**src/core/dbt_cfg.svh**
```systemverilog
// Offsets, field positions, reset values and counts of the debug/trace unit.
// Assumes byte addresses on a 32-bit AHB-Lite bus, one register per word.
`ifndef DBT_CFG_SVH
`define DBT_CFG_SVH
`define DBT_OFF_BDC_CS 8'h00
`define DBT_OFF_BDC_BKPT 8'h04
`define DBT_OFF_CMPA 8'h08
`define DBT_OFF_CMPB 8'h0c
`define DBT_OFF_TCTRL 8'h10
`define DBT_OFF_TSTAT 8'h14
`define DBT_OFF_FIFOH 8'h18
`define DBT_OFF_FIFOL 8'h1c
`define DBT_CS_CTRL_BREAKPOINT_ENABLE 0
`define DBT_CS_FTS 1
`define DBT_TC_ARM 0
`define DBT_TC_BRKEN 1
`define DBT_TC_TAG 2
`define DBT_TC_TRGSEL 3
`define DBT_TC_BEGIN 4
`define DBT_TC_CMP_A_DIR_QUAL_ENABLE 5
`define DBT_TC_RWA 6
`define DBT_TC_RWBEN 7
`define DBT_TC_RWB 8
`define DBT_TC_MODE_LSB 12
`define DBT_TS_ARMF 0
`define DBT_TS_AF 1
`define DBT_TS_BF 2
`define DBT_TS_CNT_LSB 8
`define DBT_FIFO_DEPTH 4'h8
`define DBT_SKIP_CYCLES 2'h2
`define DBT_RST_WORD 16'h0000
`endif

```
**src/core/dbt_pkg.sv**
```systemverilog
// Types shared by the debug/trace unit files.
// Assumes the constants of dbt_cfg.svh for field widths.
package dbt_pkg;
   typedef enum logic [3:0] {
      MODE_A_ONLY = 4'h0, MODE_A_OR_B = 4'h1, MODE_A_THEN_B = 4'h2,
      MODE_EVENT_B = 4'h3, MODE_A_THEN_EVENT_B = 4'h4, MODE_INSIDE = 4'h5,
      MODE_OUTSIDE = 4'h6, MODE_A_AND_B_DATA = 4'h7, MODE_A_AND_NOT_B_DATA = 4'h8
   } dbt_mode_t;
   typedef enum logic [2:0] {
      COF_NONE = 3'h0, COF_COND_TAKEN = 3'h1, COF_ALWAYS = 3'h2, COF_NEVER = 3'h3,
      COF_INDIRECT = 3'h4, COF_INTERRUPT = 3'h5, COF_RETURN = 3'h6, COF_DIRECT = 3'h7
   } dbt_cof_kind_t;
   typedef struct packed {
      logic valid;
      logic [15:0] addr;
      logic rw;
      logic [7:0] rdData;
      logic [7:0] wrData;
      logic bdcAccess;
      logic opFetch;
      logic opExec;
      logic [15:0] execAddr;
      logic instrBoundary;
   } dbt_cpu_t;
   typedef struct packed {
      logic valid;
      dbt_cof_kind_t kind;
      logic [15:0] src;
      logic [15:0] dst;
   } dbt_cof_t;
   typedef struct packed {
      logic ctrl_breakpoint_enable, force_tag_select;
      logic [15:0] bkptMatch, cmpA, cmpB;
      dbt_mode_t mode;
      logic brkEn, tagSel, trgSel, beginSel, cmp_a_dir_qual_enable, cmp_a_dir_expected, rwbEn, rwb;
      logic armed, af, bf, seenA, tracing;
      logic [1:0] skip;
      logic [3:0] cnt;
      logic [2:0] wrPtr, rdPtr;
      logic [15:0] lastFetch;
      logic forcePend, tagOut;
      logic wrPend, wrDbg;
      logic [7:0] wrAddr;
      logic [31:0] hrdata;
   } dbt_state_t;
endpackage

```
**src/core/dbt_fifo_mem.sv**
```systemverilog
// Small trace memory: one write port, one read port with registered data.
// Assumes the owner keeps pointers in range; read data lag the address by one edge.
`timescale 1ns/1ps
module dbt_fifo_mem #(
   parameter int W = 16,
   parameter int D = 8,
   parameter int AW = 3
) (
   // Clock and reset
   input wire logic ref_clk,
   input wire logic rst,
   // Write port
   input wire logic wrEn,
   input wire logic [AW-1:0] wrAddr,
   input wire logic [W-1:0] wrData,
   // Read port
   input wire logic [AW-1:0] rdAddr,
   output logic [W-1:0] rdData
);
   typedef struct packed {
      logic [D-1:0][W-1:0] mem;
      logic [W-1:0] rd;
   } dbt_mem_st_t;
   dbt_mem_st_t r, n;
   always_comb begin
      n = r;
      n.rd = r.mem[rdAddr];
      if (wrEn) begin
         n.mem[wrAddr] = wrData;
      end
   end
   always_ff @(posedge ref_clk) begin
      if (rst) begin
         r <= '0;
      end else begin
         r <= n;
      end
   end
   assign rdData = r.rd;
endmodule // dbt_fifo_mem

```
**src/core/dbt_top.sv**
```systemverilog
// Debug breakpoint and trace unit: controller breakpoint, comparators A/B, trace FIFO.
// Assumes CPU strobes on ref_clk and a non-pipelined AHB-Lite master.
//
// The register offsets and the AHB-Lite interface to the registers were left to the implementer.
`timescale 1ns/1ps
`include "dbt_cfg.svh"
module dbt_top
   import dbt_pkg::*;
(
   // Clock and reset
   input wire logic ref_clk,
   input wire logic rst,
   // AHB-Lite slave
   input wire logic hsel,
   input wire logic [31:0] haddr,
   input wire logic [1:0] htrans,
   input wire logic hwrite,
   input wire logic [2:0] hsize,
   input wire logic [31:0] hwdata,
   input wire logic hready,
   output logic hreadyout,
   output logic hresp,
   output logic [31:0] hrdata,
   // High while the transfer comes from the serial debug port
   input wire logic dbgPortAccess,
   // CPU buses and flow events
   input wire dbt_cpu_t cpu,
   input wire dbt_cof_t cof,
   // Requests to the CPU
   output logic bgndForce,
   output logic opTag
);
   dbt_state_t r, n;
   logic acc, lowRead, stVal, evMode, fullMode, cofHit;
   logic aVal, rwOkA, rwOkB, hitA, hitB, eqBd, trig, tagTrig, ctrlHit;
   logic [15:0] aAddr, stData, cofAddr, fifoWord;
   logic [7:0] dataB;

   function automatic logic [2:0] ptrInc(input logic [2:0] p);
      ptrInc = 3'(p + 3'h1);
   endfunction

   assign acc = hsel && hready && htrans[1];
   assign lowRead = acc && !hwrite && haddr[7:0] == `DBT_OFF_FIFOL;

   always_comb begin
      aAddr = r.trgSel ? cpu.execAddr : cpu.addr;
      aVal = (r.trgSel ? cpu.opExec : cpu.valid) && !cpu.bdcAccess;
      rwOkA = r.trgSel || !r.cmp_a_dir_qual_enable || cpu.rw == r.cmp_a_dir_expected;
      rwOkB = r.trgSel || !r.rwbEn || cpu.rw == r.rwb;
      dataB = (r.cmp_a_dir_qual_enable && !r.cmp_a_dir_expected) ? cpu.wrData : cpu.rdData;
      hitA = aVal && aAddr == r.cmpA && rwOkA;
      hitB = aVal && aAddr == r.cmpB && rwOkB;
      eqBd = dataB == r.cmpB[7:0];
      evMode = r.mode == MODE_EVENT_B || r.mode == MODE_A_THEN_EVENT_B;
      fullMode = r.mode == MODE_A_AND_B_DATA || r.mode == MODE_A_AND_NOT_B_DATA;
      case (r.mode)
         MODE_A_ONLY: trig = hitA;
         MODE_A_OR_B: trig = hitA || hitB;
         MODE_A_THEN_B: trig = hitB && r.seenA;
         MODE_EVENT_B: trig = hitB;
         MODE_A_THEN_EVENT_B: trig = hitB && r.seenA;
         MODE_INSIDE: trig = aVal && rwOkA && aAddr >= r.cmpA && aAddr <= r.cmpB;
         MODE_OUTSIDE: trig = aVal && rwOkA && (aAddr < r.cmpA || aAddr > r.cmpB);
         MODE_A_AND_B_DATA: trig = hitA && eqBd;
         MODE_A_AND_NOT_B_DATA: trig = hitA && !eqBd;
         default: trig = 1'b0;
      endcase
      tagTrig = fullMode ? hitA : trig;
   end

   always_comb begin
      cofHit = 1'b0;
      cofAddr = cof.dst;
      if (cof.valid) begin
         case (cof.kind)
            COF_COND_TAKEN: begin
               cofHit = 1'b1;
               cofAddr = cof.src;
            end
            COF_INDIRECT, COF_INTERRUPT, COF_RETURN: cofHit = 1'b1;
            default: cofHit = 1'b0;
         endcase
      end
   end

   assign ctrlHit = r.ctrl_breakpoint_enable && cpu.valid && cpu.addr == r.bkptMatch;

   always_comb begin
      n = r;
      stVal = 1'b0;
      stData = `DBT_RST_WORD;
      n.tagOut = 1'b0;
      // Address phase: capture write target, read data straight into hrdata
      n.wrPend = acc && hwrite;
      n.wrAddr = haddr[7:0];
      n.wrDbg = dbgPortAccess;
      if (acc && !hwrite) begin
         n.hrdata = 32'h0000_0000;
         if (haddr[7:0] == `DBT_OFF_BDC_CS) begin
            if (dbgPortAccess) begin
               n.hrdata[`DBT_CS_CTRL_BREAKPOINT_ENABLE] = r.ctrl_breakpoint_enable;
               n.hrdata[`DBT_CS_FTS] = r.force_tag_select;
            end
         end else if (haddr[7:0] == `DBT_OFF_BDC_BKPT) begin
            if (dbgPortAccess) begin
               n.hrdata[15:0] = r.bkptMatch;
            end
         end else if (haddr[7:0] == `DBT_OFF_CMPA) begin
            n.hrdata[15:0] = r.cmpA;
         end else if (haddr[7:0] == `DBT_OFF_CMPB) begin
            n.hrdata[15:0] = r.cmpB;
         end else if (haddr[7:0] == `DBT_OFF_TCTRL) begin
            n.hrdata[`DBT_TC_ARM] = r.armed;
            n.hrdata[`DBT_TC_BRKEN] = r.brkEn;
            n.hrdata[`DBT_TC_TAG] = r.tagSel;
            n.hrdata[`DBT_TC_TRGSEL] = r.trgSel;
            n.hrdata[`DBT_TC_BEGIN] = r.beginSel;
            n.hrdata[`DBT_TC_CMP_A_DIR_QUAL_ENABLE] = r.cmp_a_dir_qual_enable;
            n.hrdata[`DBT_TC_RWA] = r.cmp_a_dir_expected;
            n.hrdata[`DBT_TC_RWBEN] = r.rwbEn;
            n.hrdata[`DBT_TC_RWB] = r.rwb;
            n.hrdata[`DBT_TC_MODE_LSB+:4] = r.mode;
         end else if (haddr[7:0] == `DBT_OFF_TSTAT) begin
            n.hrdata[`DBT_TS_ARMF] = r.armed;
            n.hrdata[`DBT_TS_AF] = r.af;
            n.hrdata[`DBT_TS_BF] = r.bf;
            n.hrdata[`DBT_TS_CNT_LSB+:4] = r.cnt;
         end else if (haddr[7:0] == `DBT_OFF_FIFOH) begin
            n.hrdata[7:0] = fifoWord[15:8];
         end else if (haddr[7:0] == `DBT_OFF_FIFOL) begin
            n.hrdata[7:0] = fifoWord[7:0];
         end
      end
      // Data phase of a write
      if (r.wrPend) begin
         if (r.wrAddr == `DBT_OFF_BDC_CS) begin
            if (r.wrDbg) begin
               n.ctrl_breakpoint_enable = hwdata[`DBT_CS_CTRL_BREAKPOINT_ENABLE];
               n.force_tag_select = hwdata[`DBT_CS_FTS];
            end
         end else if (r.wrAddr == `DBT_OFF_BDC_BKPT) begin
            if (r.wrDbg) begin
               n.bkptMatch = hwdata[15:0];
            end
         end else if (r.wrAddr == `DBT_OFF_CMPA) begin
            n.cmpA = hwdata[15:0];
         end else if (r.wrAddr == `DBT_OFF_CMPB) begin
            n.cmpB = hwdata[15:0];
         end else if (r.wrAddr == `DBT_OFF_TCTRL) begin
            n.brkEn = hwdata[`DBT_TC_BRKEN];
            n.tagSel = hwdata[`DBT_TC_TAG];
            n.trgSel = hwdata[`DBT_TC_TRGSEL];
            n.beginSel = hwdata[`DBT_TC_BEGIN];
            n.cmp_a_dir_qual_enable = hwdata[`DBT_TC_CMP_A_DIR_QUAL_ENABLE];
            n.cmp_a_dir_expected = hwdata[`DBT_TC_RWA];
            n.rwbEn = hwdata[`DBT_TC_RWBEN];
            n.rwb = hwdata[`DBT_TC_RWB];
            n.mode = dbt_mode_t'(hwdata[`DBT_TC_MODE_LSB+:4]);
            if (hwdata[`DBT_TC_ARM]) begin
               n.armed = 1'b1;
               n.af = 1'b0;
               n.bf = 1'b0;
               n.cnt = 4'h0;
               n.seenA = 1'b0;
               n.tracing = 1'b0;
               n.skip = 2'h0;
               n.wrPtr = 3'h0;
               n.rdPtr = 3'h0;
            end else if (r.armed) begin
               n.armed = 1'b0;
               // Manual halt leaves the window one place ahead unless the FIFO is full
               if (r.cnt != `DBT_FIFO_DEPTH) begin
                  n.wrPtr = ptrInc(r.wrPtr);
                  n.rdPtr = ptrInc(r.wrPtr);
               end
            end
         end
      end
      // Trace run, gated by the armed state before this edge
      if (r.armed) begin
         if (hitA) begin
            n.af = 1'b1;
            n.seenA = 1'b1;
         end
         if (hitB) begin
            n.bf = 1'b1;
         end
         if (trig && r.brkEn && !r.tagSel) begin
            n.forcePend = 1'b1;
         end
         if (tagTrig && r.brkEn && r.tagSel) begin
            n.tagOut = 1'b1;
         end
         if (evMode) begin
            if (trig) begin
               stVal = 1'b1;
               stData = {8'h00, dataB};
            end
         end else if (r.beginSel) begin
            if (!r.tracing) begin
               if (trig) begin
                  n.tracing = 1'b1;
                  n.skip = `DBT_SKIP_CYCLES;
               end
            end else if (r.skip != 2'h0) begin
               n.skip = 2'(r.skip - 2'h1);
            end else if (cofHit) begin
               stVal = 1'b1;
               stData = cofAddr;
            end
         end else begin
            if (cofHit) begin
               stVal = 1'b1;
               stData = cofAddr;
            end
            if (trig) begin
               n.armed = 1'b0;
            end
         end
         // Begin and event runs end once the FIFO is full
         if (stVal && (evMode || r.beginSel) && r.cnt >= 4'h7) begin
            n.armed = 1'b0;
         end
      end else if (lowRead) begin
         stVal = 1'b1;
         stData = r.lastFetch;
      end
      // FIFO window: port shows the slot eight stores back
      if (stVal) begin
         n.cnt = (r.cnt == `DBT_FIFO_DEPTH) ? r.cnt : 4'(r.cnt + 4'h1);
         n.wrPtr = ptrInc(r.wrPtr);
         n.rdPtr = ptrInc(r.wrPtr);
      end else if (lowRead) begin
         n.rdPtr = ptrInc(r.rdPtr);
      end
      if (cpu.valid && cpu.opFetch) begin
         n.lastFetch = cpu.addr;
      end
      // Controller breakpoint
      if (ctrlHit && r.force_tag_select) begin
         n.forcePend = 1'b1;
      end else if (cpu.instrBoundary && r.forcePend && !(trig && r.armed && r.brkEn)) begin
         n.forcePend = 1'b0;
      end
      if (ctrlHit && !r.force_tag_select && cpu.opFetch) begin
         n.tagOut = 1'b1;
      end
   end

   always_ff @(posedge ref_clk) begin
      if (rst) begin
         r <= '0;
      end else begin
         r <= n;
      end
   end

   dbt_fifo_mem #(
      .W(16),
      .D(8),
      .AW(3)
   ) u_mem (
      .ref_clk(ref_clk),
      .rst(rst),
      .wrEn(stVal),
      .wrAddr(r.wrPtr),
      .wrData(stData),
      .rdAddr(r.rdPtr),
      .rdData(fifoWord)
   );

   assign hreadyout = 1'b1;
   assign hresp = 1'b0;
   assign hrdata = r.hrdata;
   assign bgndForce = r.forcePend;
   assign opTag = r.tagOut;
endmodule // dbt_top

```
**config.mk**
```make
export PLATFORM = sky130hd
export DESIGN_NAME = dbt_top
export DESIGN_NICKNAME = d
export VERILOG_FILES = /design/src/core/dbt_pkg.sv /design/src/core/dbt_fifo_mem.sv /design/src/core/dbt_top.sv
export VERILOG_INCLUDE_DIRS = /design/src /design/src/core
export SDC_FILE = /design/constraint.sdc
export NUM_CORES = 1
export LEC_CHECK = 0
export ABC_AREA = 0
export ABC_CLOCK_PERIOD_IN_PS = 8340
export BUFFER_PORTS_ARGS = -buffer_cell sky130_fd_sc_hd__buf_2
export CAP_MARGIN = 20
export CORE_MARGIN = 2
export CORE_UTILIZATION = 55
export CTS_CLUSTER_DIAMETER = 200
export DETAILED_ROUTE_END_ITERATION = 8
export PLACE_DENSITY_LB_ADDON = 0.25
export SLEW_MARGIN = 5
export SYNTH_ARGS = -nofsm -noshare
export SYNTH_HDL_FRONTEND = slang
export SYNTH_HIERARCHICAL = 1
export SYNTH_SLANG_ARGS = --single-unit
```
**constraint.sdc**
```tcl
create_clock -name ref_clk -period 8.34 [get_ports ref_clk]
set_clock_uncertainty 0.2 [all_clocks]
set_input_delay 1.251 -clock ref_clk [delete_from_list [all_inputs] [get_ports ref_clk]]
set_output_delay 1.251 -clock ref_clk [all_outputs]
set_load 0.05 [all_outputs]
```
==> results of run 1 <==
## flip-flops by register name (all words and copies together) (netlist names)
signal and count:
bgndForce 1, r 105, u_mem/rdData 16, u_mem/r 128
opTag 1, hrdata 16
## layout make-up
type	instances	area (µm²)	area share, %
multi-input cells	1173	7421	48.85
flip-flops and latches	267	5348	35.20
repair buffers	164	929.6	6.119
clock buffers	43	818.3	5.386
well taps	330	412.9	2.718
inverters	38	142.6	0.9389
clock inverters	10	117.6	0.7742
diodes	1	2.502	0.01647
## Yosys cell counts, types with 14 or more instances
| master | instances |
|---|---|
| clkbuf_1 | 61 |
| inv_1 | 37 |
| buf_4 | 58 |
| mux4_2 | 27 |
| ha_1 | 36 |
| mux2_2 | 17 |
| nor2b_1 | 14 |
| nor2_1 | 104 |
| o21ai_0 | 19 |
| nand2_1 | 378 |
| buf_6 | 14 |
| buf_2 | 27 |
| nand3_1 | 20 |
| a21oi_1 | 212 |
| nor3_1 | 14 |
| dfxtp_1 | 267 |
| mux2i_1 | 96 |
## kinds of logic after synthesis
group                    count (synthesis)  synth area share, %
multiplexers                           146                13.74
buffers and inverters                  213                8.419
XOR/XNOR                                19                1.201
adder cells (fa/ha/maj)                 36                3.252
other                                    2              0.05422
AND/OR/NAND/NOR                        624                20.28
AO/OA/AOI/OAI                          330                14.46
flip-flops                             267                38.59
## metal layers
layer / up-vias / routed length (µm) / track usage (%)
li1: 5703 / - / -
met1: 5929 / 17080 / 38.57
met2: 529 / 20030 / 51.69
met3: 110 / 3097 / 5.246
met4: 0 / 1705 / 13.60
met5: - / 0 / 0
## worst min path at each step
| stage | start | end | slack, ns | cells past startpoint |
|---|---|---|---|---|
| 2_1_floorplan | u_mem/r[66] | u_mem/r[66] | 0.23 | 2 |
| 3_3_place_gp | u_mem/r[74] | u_mem/r[74] | 0.24 | 2 |
| 5_1_grt | u_mem/r[132] | u_mem/r[132] | 0.27 | 2 |
| 6_report | u_mem/r[54] | u_mem/r[54] | 0.25 | 2 |
| 3_5_place_dp | u_mem/r[55] | u_mem/r[55] | 0.25 | 2 |
| 4_1_cts | r[71] | r[70] | 0.25 | 2 |
## metrics by stage
step	util (%)	hold WS [ns]	total power [µW]	instance area [µm²]
finish	60.86	0.2537	2704	15190
global route	60.86	0.2697	2780	15190
detailed placement	56.71	0.2458	1467	14160
floorplan	-	0.2315	1410	13910
CTS	60.46	0.2503	2713	15090
global placement	56.60	0.2381	1465	14130
## power by group through the flow
stage	sequential (µW)	clock, µW	combinational (µW)
after floorplan	1310	0	97.3
after global placement	1310	0	152
after detailed placement	1310	0	153
after CTS	1290	1270	154
after global routing	1290	1330	168
final	1290	1260	156
## worst max-delay path, cell delays in order (launching register included)
cell	delay, ns
dfxtp_1	0.88
mux2_2	0.45
ha_1	0.33
nand4_1	0.13
nor3_1	0.55
o31ai_1	0.17
a211oi_1	0.28
o21ai_0	0.40
a31o_1	0.46
inv_2	0.38
nand4b_1	1.01
nand2_1	0.35
a21oi_1	0.11
==> qor.yml, run 1 <==
final_layout:
  final_layout_size_suffix_gt1_share_pct: 16.05
  fillers: 2222
  final_cells: 2026
  area_growth_pct: 9.684
  layout_common_cells: "nand2_1, dfxtp_1, a21oi_1, buf_2, nor2_1"
  final_nets: 1874
  layout_commonest_cell: "nand2_1"
logic_synthesis:
  synth_area_mm2: 0.01385
  synthDistinctLibCells: 83
  yosysSeqAreaShare_pct: 38.59
  synthFlopType: "dfxtp_1"
  ys.warnings.count: 6
  yosys.area.top_type_share_pct: 38.59
  syn_area_per_cell_um2: 8.461
  syn-instance-count: 1637
  async_flop_share_pct: 0
  yosys-top-cells-area: "dfxtp_1, nand2_1, a21oi_1, mux2i_1, mux4_2"
  yosys_register_bits: 267
  synth_edf_count: 0
  yosysTopAreaCell: "dfxtp_1"
worst_setup_path:
  crit_path_start_kind: "register"
  r2r_end: "u_mem/r[122]"
  r2r-start: "r[82]"
  cp_max_fo: 26
  path_class: "register to register"
  endpoint: "u_mem/r[122]"
  cp-end-kind: "register"
  cp.required_ns: 8.55
  r2r_cells: 12
  cp.arrival_ns: 6.06
  crit_path_start: "r[82]"
  r2r_setup_slack_ns: 2.50
die:
  initial_core_util_pct: 55.48
  die_w_um: 162.7
  rows: 58
  num_io_pins: 201
  core_mm2: 0.02496
  die_area_mm2: 0.02647
  die_h_um: 162.7
power:
  clockPowerShare_pct: 46.7
  p_int_uw: 2075
  peakVddDrop_v: 0.0002210
  seqPwrFrac_pct: 47.5
  combPwrFrac_pct: 5.8
  p_leak_uw: 0.005570
  p_sw_uw: 629.6
  netSwitchingFraction_pct: 23.28
  powerDensity_mw_per_mm2: 178.0
timing:
  hold_viol_final: 0
  min_period_ns: 5.845
  rsz0062_at_grt: "no"
  slew_viol_final: 0
  setup_viol: 0
  period_share_pct: 70.08
  tns_ns: 0
  maxSlewHeadroom_pct: 20.70
  max_freq_mhz: 171.1
  tightest_slew_ns: 1.183
  setup_slack_ns: 2.496
clock_tree:
  cts_tree: "built"
  cts_sinks: 267
  cts_resized: 0
  cts_setup_buffers: 0
  cts_buffers: 29
  htreeDepth: 1
  clockRootBuffer: "clkbuf_16"
  clk_pin_slew_ns: 0.06
  cts.path.max_buffers: 3
  clk_latency_ns: 0.57
  hold_buffers: 0
drt:
  num_vias: 12271
  antenna_left: 0
  wl_per_cell_um: 20.68
  drt_iter0_markers: 1255
  drc: 0
  routed_wl_mm: 41.91
  drtPass1Iterations: 5
  via_per_inst: 6.057
run_status:
  outcome: "complete, no violations"
job:
  drv_cap: 0
placement:
  dp_cells: 1964
  hpwl_mm: 28.52
  numPortBuffers: 138
  gp_congestion: 0.9362
  pre_cts_slack_ns: 2.323
global_routing:
  grt.total_usage_pct: 30.65
  antenna_found_initial: 1
  grt_pass1_wl_mm: 63.18
  grt_max_degree: 113
  overflow: 0
  grt_pass1_vias: 11530
min_path:
  hp-class: "register to register"
Note: power is estimated with default switching activity, not from simulation.
==> run 2, diff against run 1 <==
Settings changed: ABC_CLOCK_PERIOD_IN_PS 8340 to 5700.
Clock period 8.34 ns to 5.7 ns, I/O delays scaled along.
==> qor.yml, run 2 (synthesis results as in run 1) <==
placement:
  hpwl_mm: 28.72  # +0.68%
  gp_congestion: 0.9239  # -1.3%
  numPortBuffers: 138  # unchanged
  place_area_mm2: 0.01432  # +1.2%
clock_tree:
  cts.path.max_buffers: 3  # unchanged
  cts_tree: "built"
  cts_buffers: 28  # -3.4%
  cts_setup_buffers: 0  # unchanged
  cts_resized: 0  # unchanged
  cts_sinks: 267  # unchanged
  clk_pin_slew_ns: 0.06  # about the same
  clk_latency_ns: 0.57  # about the same
  clockRootBuffer: "clkbuf_16"
  htreeDepth: 1  # unchanged
  hold_buffers: 0  # unchanged
final_layout:
  layout_commonest_cell: "nand2_1"
  fillers: 2183  # -1.8%
  area_growth_pct: 10.68
  regMostFlops: "u_mem/r"
  layout_common_cells: "nand2_1, dfxtp_1, a21oi_1, buf_2, nor2_1"
  top_regs: "u_mem/r x128, r x105"
  final_area_mm2: 0.01533  # +0.91%
  final_nets: 1890  # +0.85%
  final_layout_size_suffix_gt1_share_pct: 16.95  # +0.90 points
  largest_reg_flops: 128  # unchanged
  num_antenna_cells: 0  # -1
global_routing:
  grt_pass1_vias: 11603  # +0.63%
  grt.total_usage_pct: 30.73  # +0.087 points
  antenna_found_initial: 0  # -1
  grt_pass1_wl_mm: 63.35  # +0.27%
  overflow: 0  # unchanged
  grt_max_degree: 166  # +47%
timing:
  setup_viol: 0  # unchanged
  tightest_slew_ns: 1.177  # -0.006602 ns
  slew_viol_final: 0  # unchanged
  hold_viol_final: 0  # unchanged
  rsz0062_at_grt: "no"
  maxSlewHeadroom_pct: 21.49  # +0.80 points
  period_share_pct: 91.39  # +21 points
  worst_hold_slack_ns: 0.2501  # -0.003512 ns
  min_period_ns: 5.209  # -0.6352 ns
  tns_ns: 0  # unchanged
  max_freq_mhz: 192.0  # +12%
power:
  peakVddDrop_v: 0.0002921  # +32%
  p_leak_uw: 0.005641  # +1.3%
  powerDensity_mw_per_mm2: 262.6  # +48%
worst_setup_path:
  cp_max_fo: 26  # unchanged
  crit_path_start: "r[82]"
  r2r_setup_slack_ns: 0.49  # -2.00 ns
  critPathBufInv: 1  # unchanged
  cp-end-kind: "register"
  crit_slowest_cell: "and4bb_1"
  slowest_delay_ns: 0.89  # -0.12 ns
  path_delay_family: "simple AND/OR/NAND/NOR gates"
  cp.required_ns: 5.99  # -2.56 ns
  path_class: "register to register"
  r2r-start: "r[82]"
  cp.arrival_ns: 5.50  # -0.56 ns
  crit_path_start_kind: "register"
  crit_chain: "mux2_2 -> ha_1 -> nand4_1 -> nor3_1 -> o31ai_1 -> a211oi_1 -> o21ai_0 -> a31o_1 -> inv_2 -> and4bb_1 -> nand2_1 -> a21oi_1"
die:
  initial_core_util_pct: 55.48  # unchanged
  die_w_um: 162.7  # unchanged
  die_area_mm2: 0.02647  # unchanged
  rows: 58  # unchanged
  die_h_um: 162.7  # unchanged
  num_io_pins: 201  # unchanged
  core_mm2: 0.02496  # unchanged
job:
  drv_cap: 0  # unchanged
min_path:
  hp-start: "u_mem/r[68]"
  hp-class: "register to register"
drt:
  routed_wl_mm: 41.53  # -0.91%
  drt_iter0_markers: 1280  # +2.0%
  antenna_left: 0  # unchanged
  drtPass1Iterations: 6  # +1
  via_per_inst: 6.028  # -0.48%
  drc: 0  # unchanged
  wl_per_cell_um: 20.35  # -1.6%
  num_vias: 12303  # +0.26%
run_status:
  outcome: "complete, no violations"
run 2: stage by stage:
step                setup WS, ns  util [%]  std cells  power, µW
floorplan                  1.269         -       1653       2063
global placement          0.5887     57.28       1981       2142
detailed placement        0.4572     57.37       1984       2146
CTS                       0.6091     61.27       2036       4034
global route              0.1849     61.41       2041       4131
finish                    0.4907     61.41       2041       4026
run 2: layer usage:
layer	routed length [µm]	part of all wire, %	track usage, %	up-vias
met4	2305	5.6	15.65	0
met5	0	0	0	-
met2	19370	47	51.16	576
li1	-	-	-	5739
met3	3436	8.3	5.577	164
met1	16420	40	38.25	5824
run 2: final timing paths:
path	to	cells after the start
max	u_mem/r[61]	12
min	u_mem/r[68]	2
max reg2reg	u_mem/r[61]	12
min reg2reg	u_mem/r[68]	2
run 2: report_power, final:
group | switching [µW] | leakage, µW | internal (µW)
registers | 5.00 | 0.00216 | 1880
clock network | 783 | 0.000464 | 1130
logic | 153 | 0.00302 | 75.4
run 2: worst register-to-register path: cells and delay by family, from the launching register on:
family                     cells  cell delay (ns)
adders and majority gates      1             0.33
buffers and inverters          1             0.32
AOI/OAI and AO/OA              5             1.41
DFF                            1             0.71
muxes                          1             0.44
and+or+nand+nor                4             1.74
run 2: layout make-up:
cell class	count	area (µm²)	share of cell area, %
Inverter	38	142.6	0.9305
Sequential cell	267	5348	34.88
Tap cell	330	412.9	2.693
Multi-Input combinational cell	1173	7421	48.41
Clock inverter	13	201.4	1.314
Timing Repair Buffer	181	1032	6.734
Clock buffer	39	772.0	5.036
==> run 3, diff against run 2 <==
Settings changed: REMOVE_ABC_BUFFERS from default to 1.
==> qor.yml, run 3 (synthesis results as in run 1) <==
global_routing:
  grt_pass1_wl_mm: 64.29  # +1.5%
  use_met2_pct: 51.52  # +0.37 points
  grt.total_usage_pct: 31.10  # +0.37 points
  antenna_found_initial: 0  # unchanged
  grt_pass1_vias: 11760  # +1.4%
  use_met3_pct: 4.991  # -0.59 points
  grt_busiest_layer: "met2"
  grt_max_degree: 104  # -37%
  use_met1_pct: 40.01  # +1.8 points
  overflow: 0  # unchanged
clock_tree:
  cts_resized: 0  # unchanged
  htreeDepth: 1  # unchanged
  cts_tree: "built"
  clockRootBuffer: "clkbuf_16"
  cts.path.max_buffers: 3  # unchanged
  hold_buffers: 0  # unchanged
  clk_latency_ns: 0.56  # about the same
  clk_pin_slew_ns: 0.06  # about the same
  cts_buffers: 29  # +3.6%
  cts_sinks: 267  # unchanged
  cts_setup_buffers: 0  # unchanged
final_layout:
  multiInputGateArea_mm2: 0.007415  # about the same
  largest_reg_flops: 128  # unchanged
  num_antenna_cells: 0  # unchanged
  final_layout_size_suffix_gt1_share_pct: 17.10  # +0.16 points
  regMostFlops: "u_mem/r"
  area_growth_pct: 10.73  # about the same
  final_cells: 2043  # +0.098%
  layout_commonest_cell: "nand2_1"
  final_util_pct: 61.44  # about the same
  final_nets: 1894  # +0.21%
  fillers: 2163  # -0.92%
  register_area_mm2: 0.005346  # about the same
  top_regs: "u_mem/r x128, r x105"
  layout_common_cells: "nand2_1, dfxtp_1, a21oi_1, buf_2, nor2_1"
timing:
  slew_viol_final: 0  # unchanged
  maxSlewHeadroom_pct: 22.23  # +0.74 points
  setup_viol: 0  # unchanged
  rsz0062_at_grt: "no"
  max_freq_mhz: 196.2  # +2.2%
  period_share_pct: 89.40  # -2.0 points
  hold_viol_final: 0  # unchanged
  tightest_slew_ns: 1.164  # -0.01298 ns
  worst_hold_slack_ns: 0.2517  # +0.001576 ns
  tns_ns: 0  # unchanged
  min_period_ns: 5.096  # -0.1136 ns
die:
  die_w_um: 162.7  # unchanged
  die_h_um: 162.7  # unchanged
  initial_core_util_pct: 55.48  # unchanged
  core_mm2: 0.02496  # unchanged
  die_area_mm2: 0.02647  # unchanged
  rows: 58  # unchanged
  num_io_pins: 201  # unchanged
worst_setup_path:
  r2r_cells: 15  # +3
  crit_path_start_kind: "register"
  cp.arrival_ns: 5.30  # -0.20 ns
  r2r_setup_slack_ns: 0.60  # +0.11 ns
  cp-end-kind: "register"
  r2r-start: "r[82]"
  path_class: "register to register"
  slowest_delay_ns: 0.74  # -0.15 ns
  crit_path_start: "r[82]"
  cp_max_fo: 26  # unchanged
  endpoint: "u_mem/r[48]"
  crit_slowest_cell: "dfxtp_1"
  cp.required_ns: 5.91  # -0.08 ns
  crit_chain: "buf_4 -> mux2_2 -> ha_1 -> nand4_1 -> nor2_1 -> nand2_1 -> nor4_1 -> a221oi_2 -> nor2b_2 -> a31o_1 -> inv_2 -> nand4bb_1 -> buf_4 -> nand2_1 -> a21oi_1"
  r2r_end: "u_mem/r[48]"
placement:
  numPortBuffers: 138  # unchanged
  gp_congestion: 0.9561  # +3.5%
  dp_cells: 1987  # +0.15%
  hpwl_mm: 28.97  # +0.90%
power:
  powerDensity_mw_per_mm2: 260.6  # -0.77%
  p_leak_uw: 0.005670  # +0.52%
  peakVddDrop_v: 0.0002367  # -19%
  total_power_uw: 3997  # -0.72%
drt:
  routed_wl_mm: 42.00  # +1.1%
  drtPass1Iterations: 7  # +1
  drc: 0  # unchanged
  wl_per_cell_um: 20.56  # +1.0%
  via_per_inst: 6.010  # -0.29%
  drt_iter0_markers: 1313  # +2.6%
  num_vias: 12279  # -0.20%
  antenna_left: 0  # unchanged
job:
  drv_cap: 0  # unchanged
run_status:
  outcome: "complete, no violations"
min_path:
  hp-class: "register to register"
-- run 3: cell types whose count changed in the layout (fill, tap and decap cells not counted), moves of 2 or more --
cell | previous run | this run
clkinvlp_4 | 3 | 1
buf_4 | 37 | 40
clkbuf_1 | 8 | 5
clkinv_2 | 4 | 6
clkbuf_8 | 4 | 7
bufinv_16 | 4 | 2
-- run 3: cell type report --
| type | count | share of cell area, % |
|---|---|---|
| well taps | 330 | 2.692 |
| clock inverters | 11 | 0.8240 |
| inverters | 38 | 0.9300 |
| repair buffers | 184 | 6.959 |
| clock buffers | 40 | 5.392 |
| multi-input cells | 1173 | 48.34 |
| flip-flops and latches | 267 | 34.86 |
-- run 3: worst max-delay path: cells and delay by family, from the launching register on --
| family | cells | cell delay, ns |
|---|---|---|
| and+or+nand+nor | 7 | 1.83 |
| buffers and inverters | 3 | 1.01 |
| muxes | 1 | 0.39 |
| adders and majority gates | 1 | 0.31 |
| DFF | 1 | 0.74 |
| AOI/OAI and AO/OA | 3 | 0.45 |
-- run 3: layer usage --
metal	routed length, µm	vias to the layer above	part of all wire, %
li1	-	5743	-
met1	17100	5814	41
met2	19360	601	46
met3	3613	121	8.6
met4	1916	0	4.6
met5	0	-	0
-- run 3: metrics by stage --
step | worst slack (ns) | instance area [µm²]
detailed placement | 0.7353 | 14340
global route | 0.4165 | 15340
global placement | 0.7914 | 14340
CTS | 0.6830 | 15290
finish | 0.6044 | 15340
floorplan | 1.411 | 12890
-- run 3: worst min path at each step --
stage                               to  cells past startpoint  slack [ns]          from
final                     u_mem/r[126]                      2        0.25  u_mem/r[126]
after global routing      u_mem/r[108]                      2        0.27  u_mem/r[108]
after CTS                  u_mem/r[66]                      2        0.25   u_mem/r[66]
after detailed placement   u_mem/r[66]                      2        0.24   u_mem/r[66]
after global placement     u_mem/r[25]                      2        0.24   u_mem/r[25]
after floorplan            u_mem/r[66]                      2        0.23   u_mem/r[66]
-- run 3: power by group --
group | switching, µW | internal [µW]
logic | 155 | 75.8
clock network | 781 | 1100
registers | 5.62 | 1880
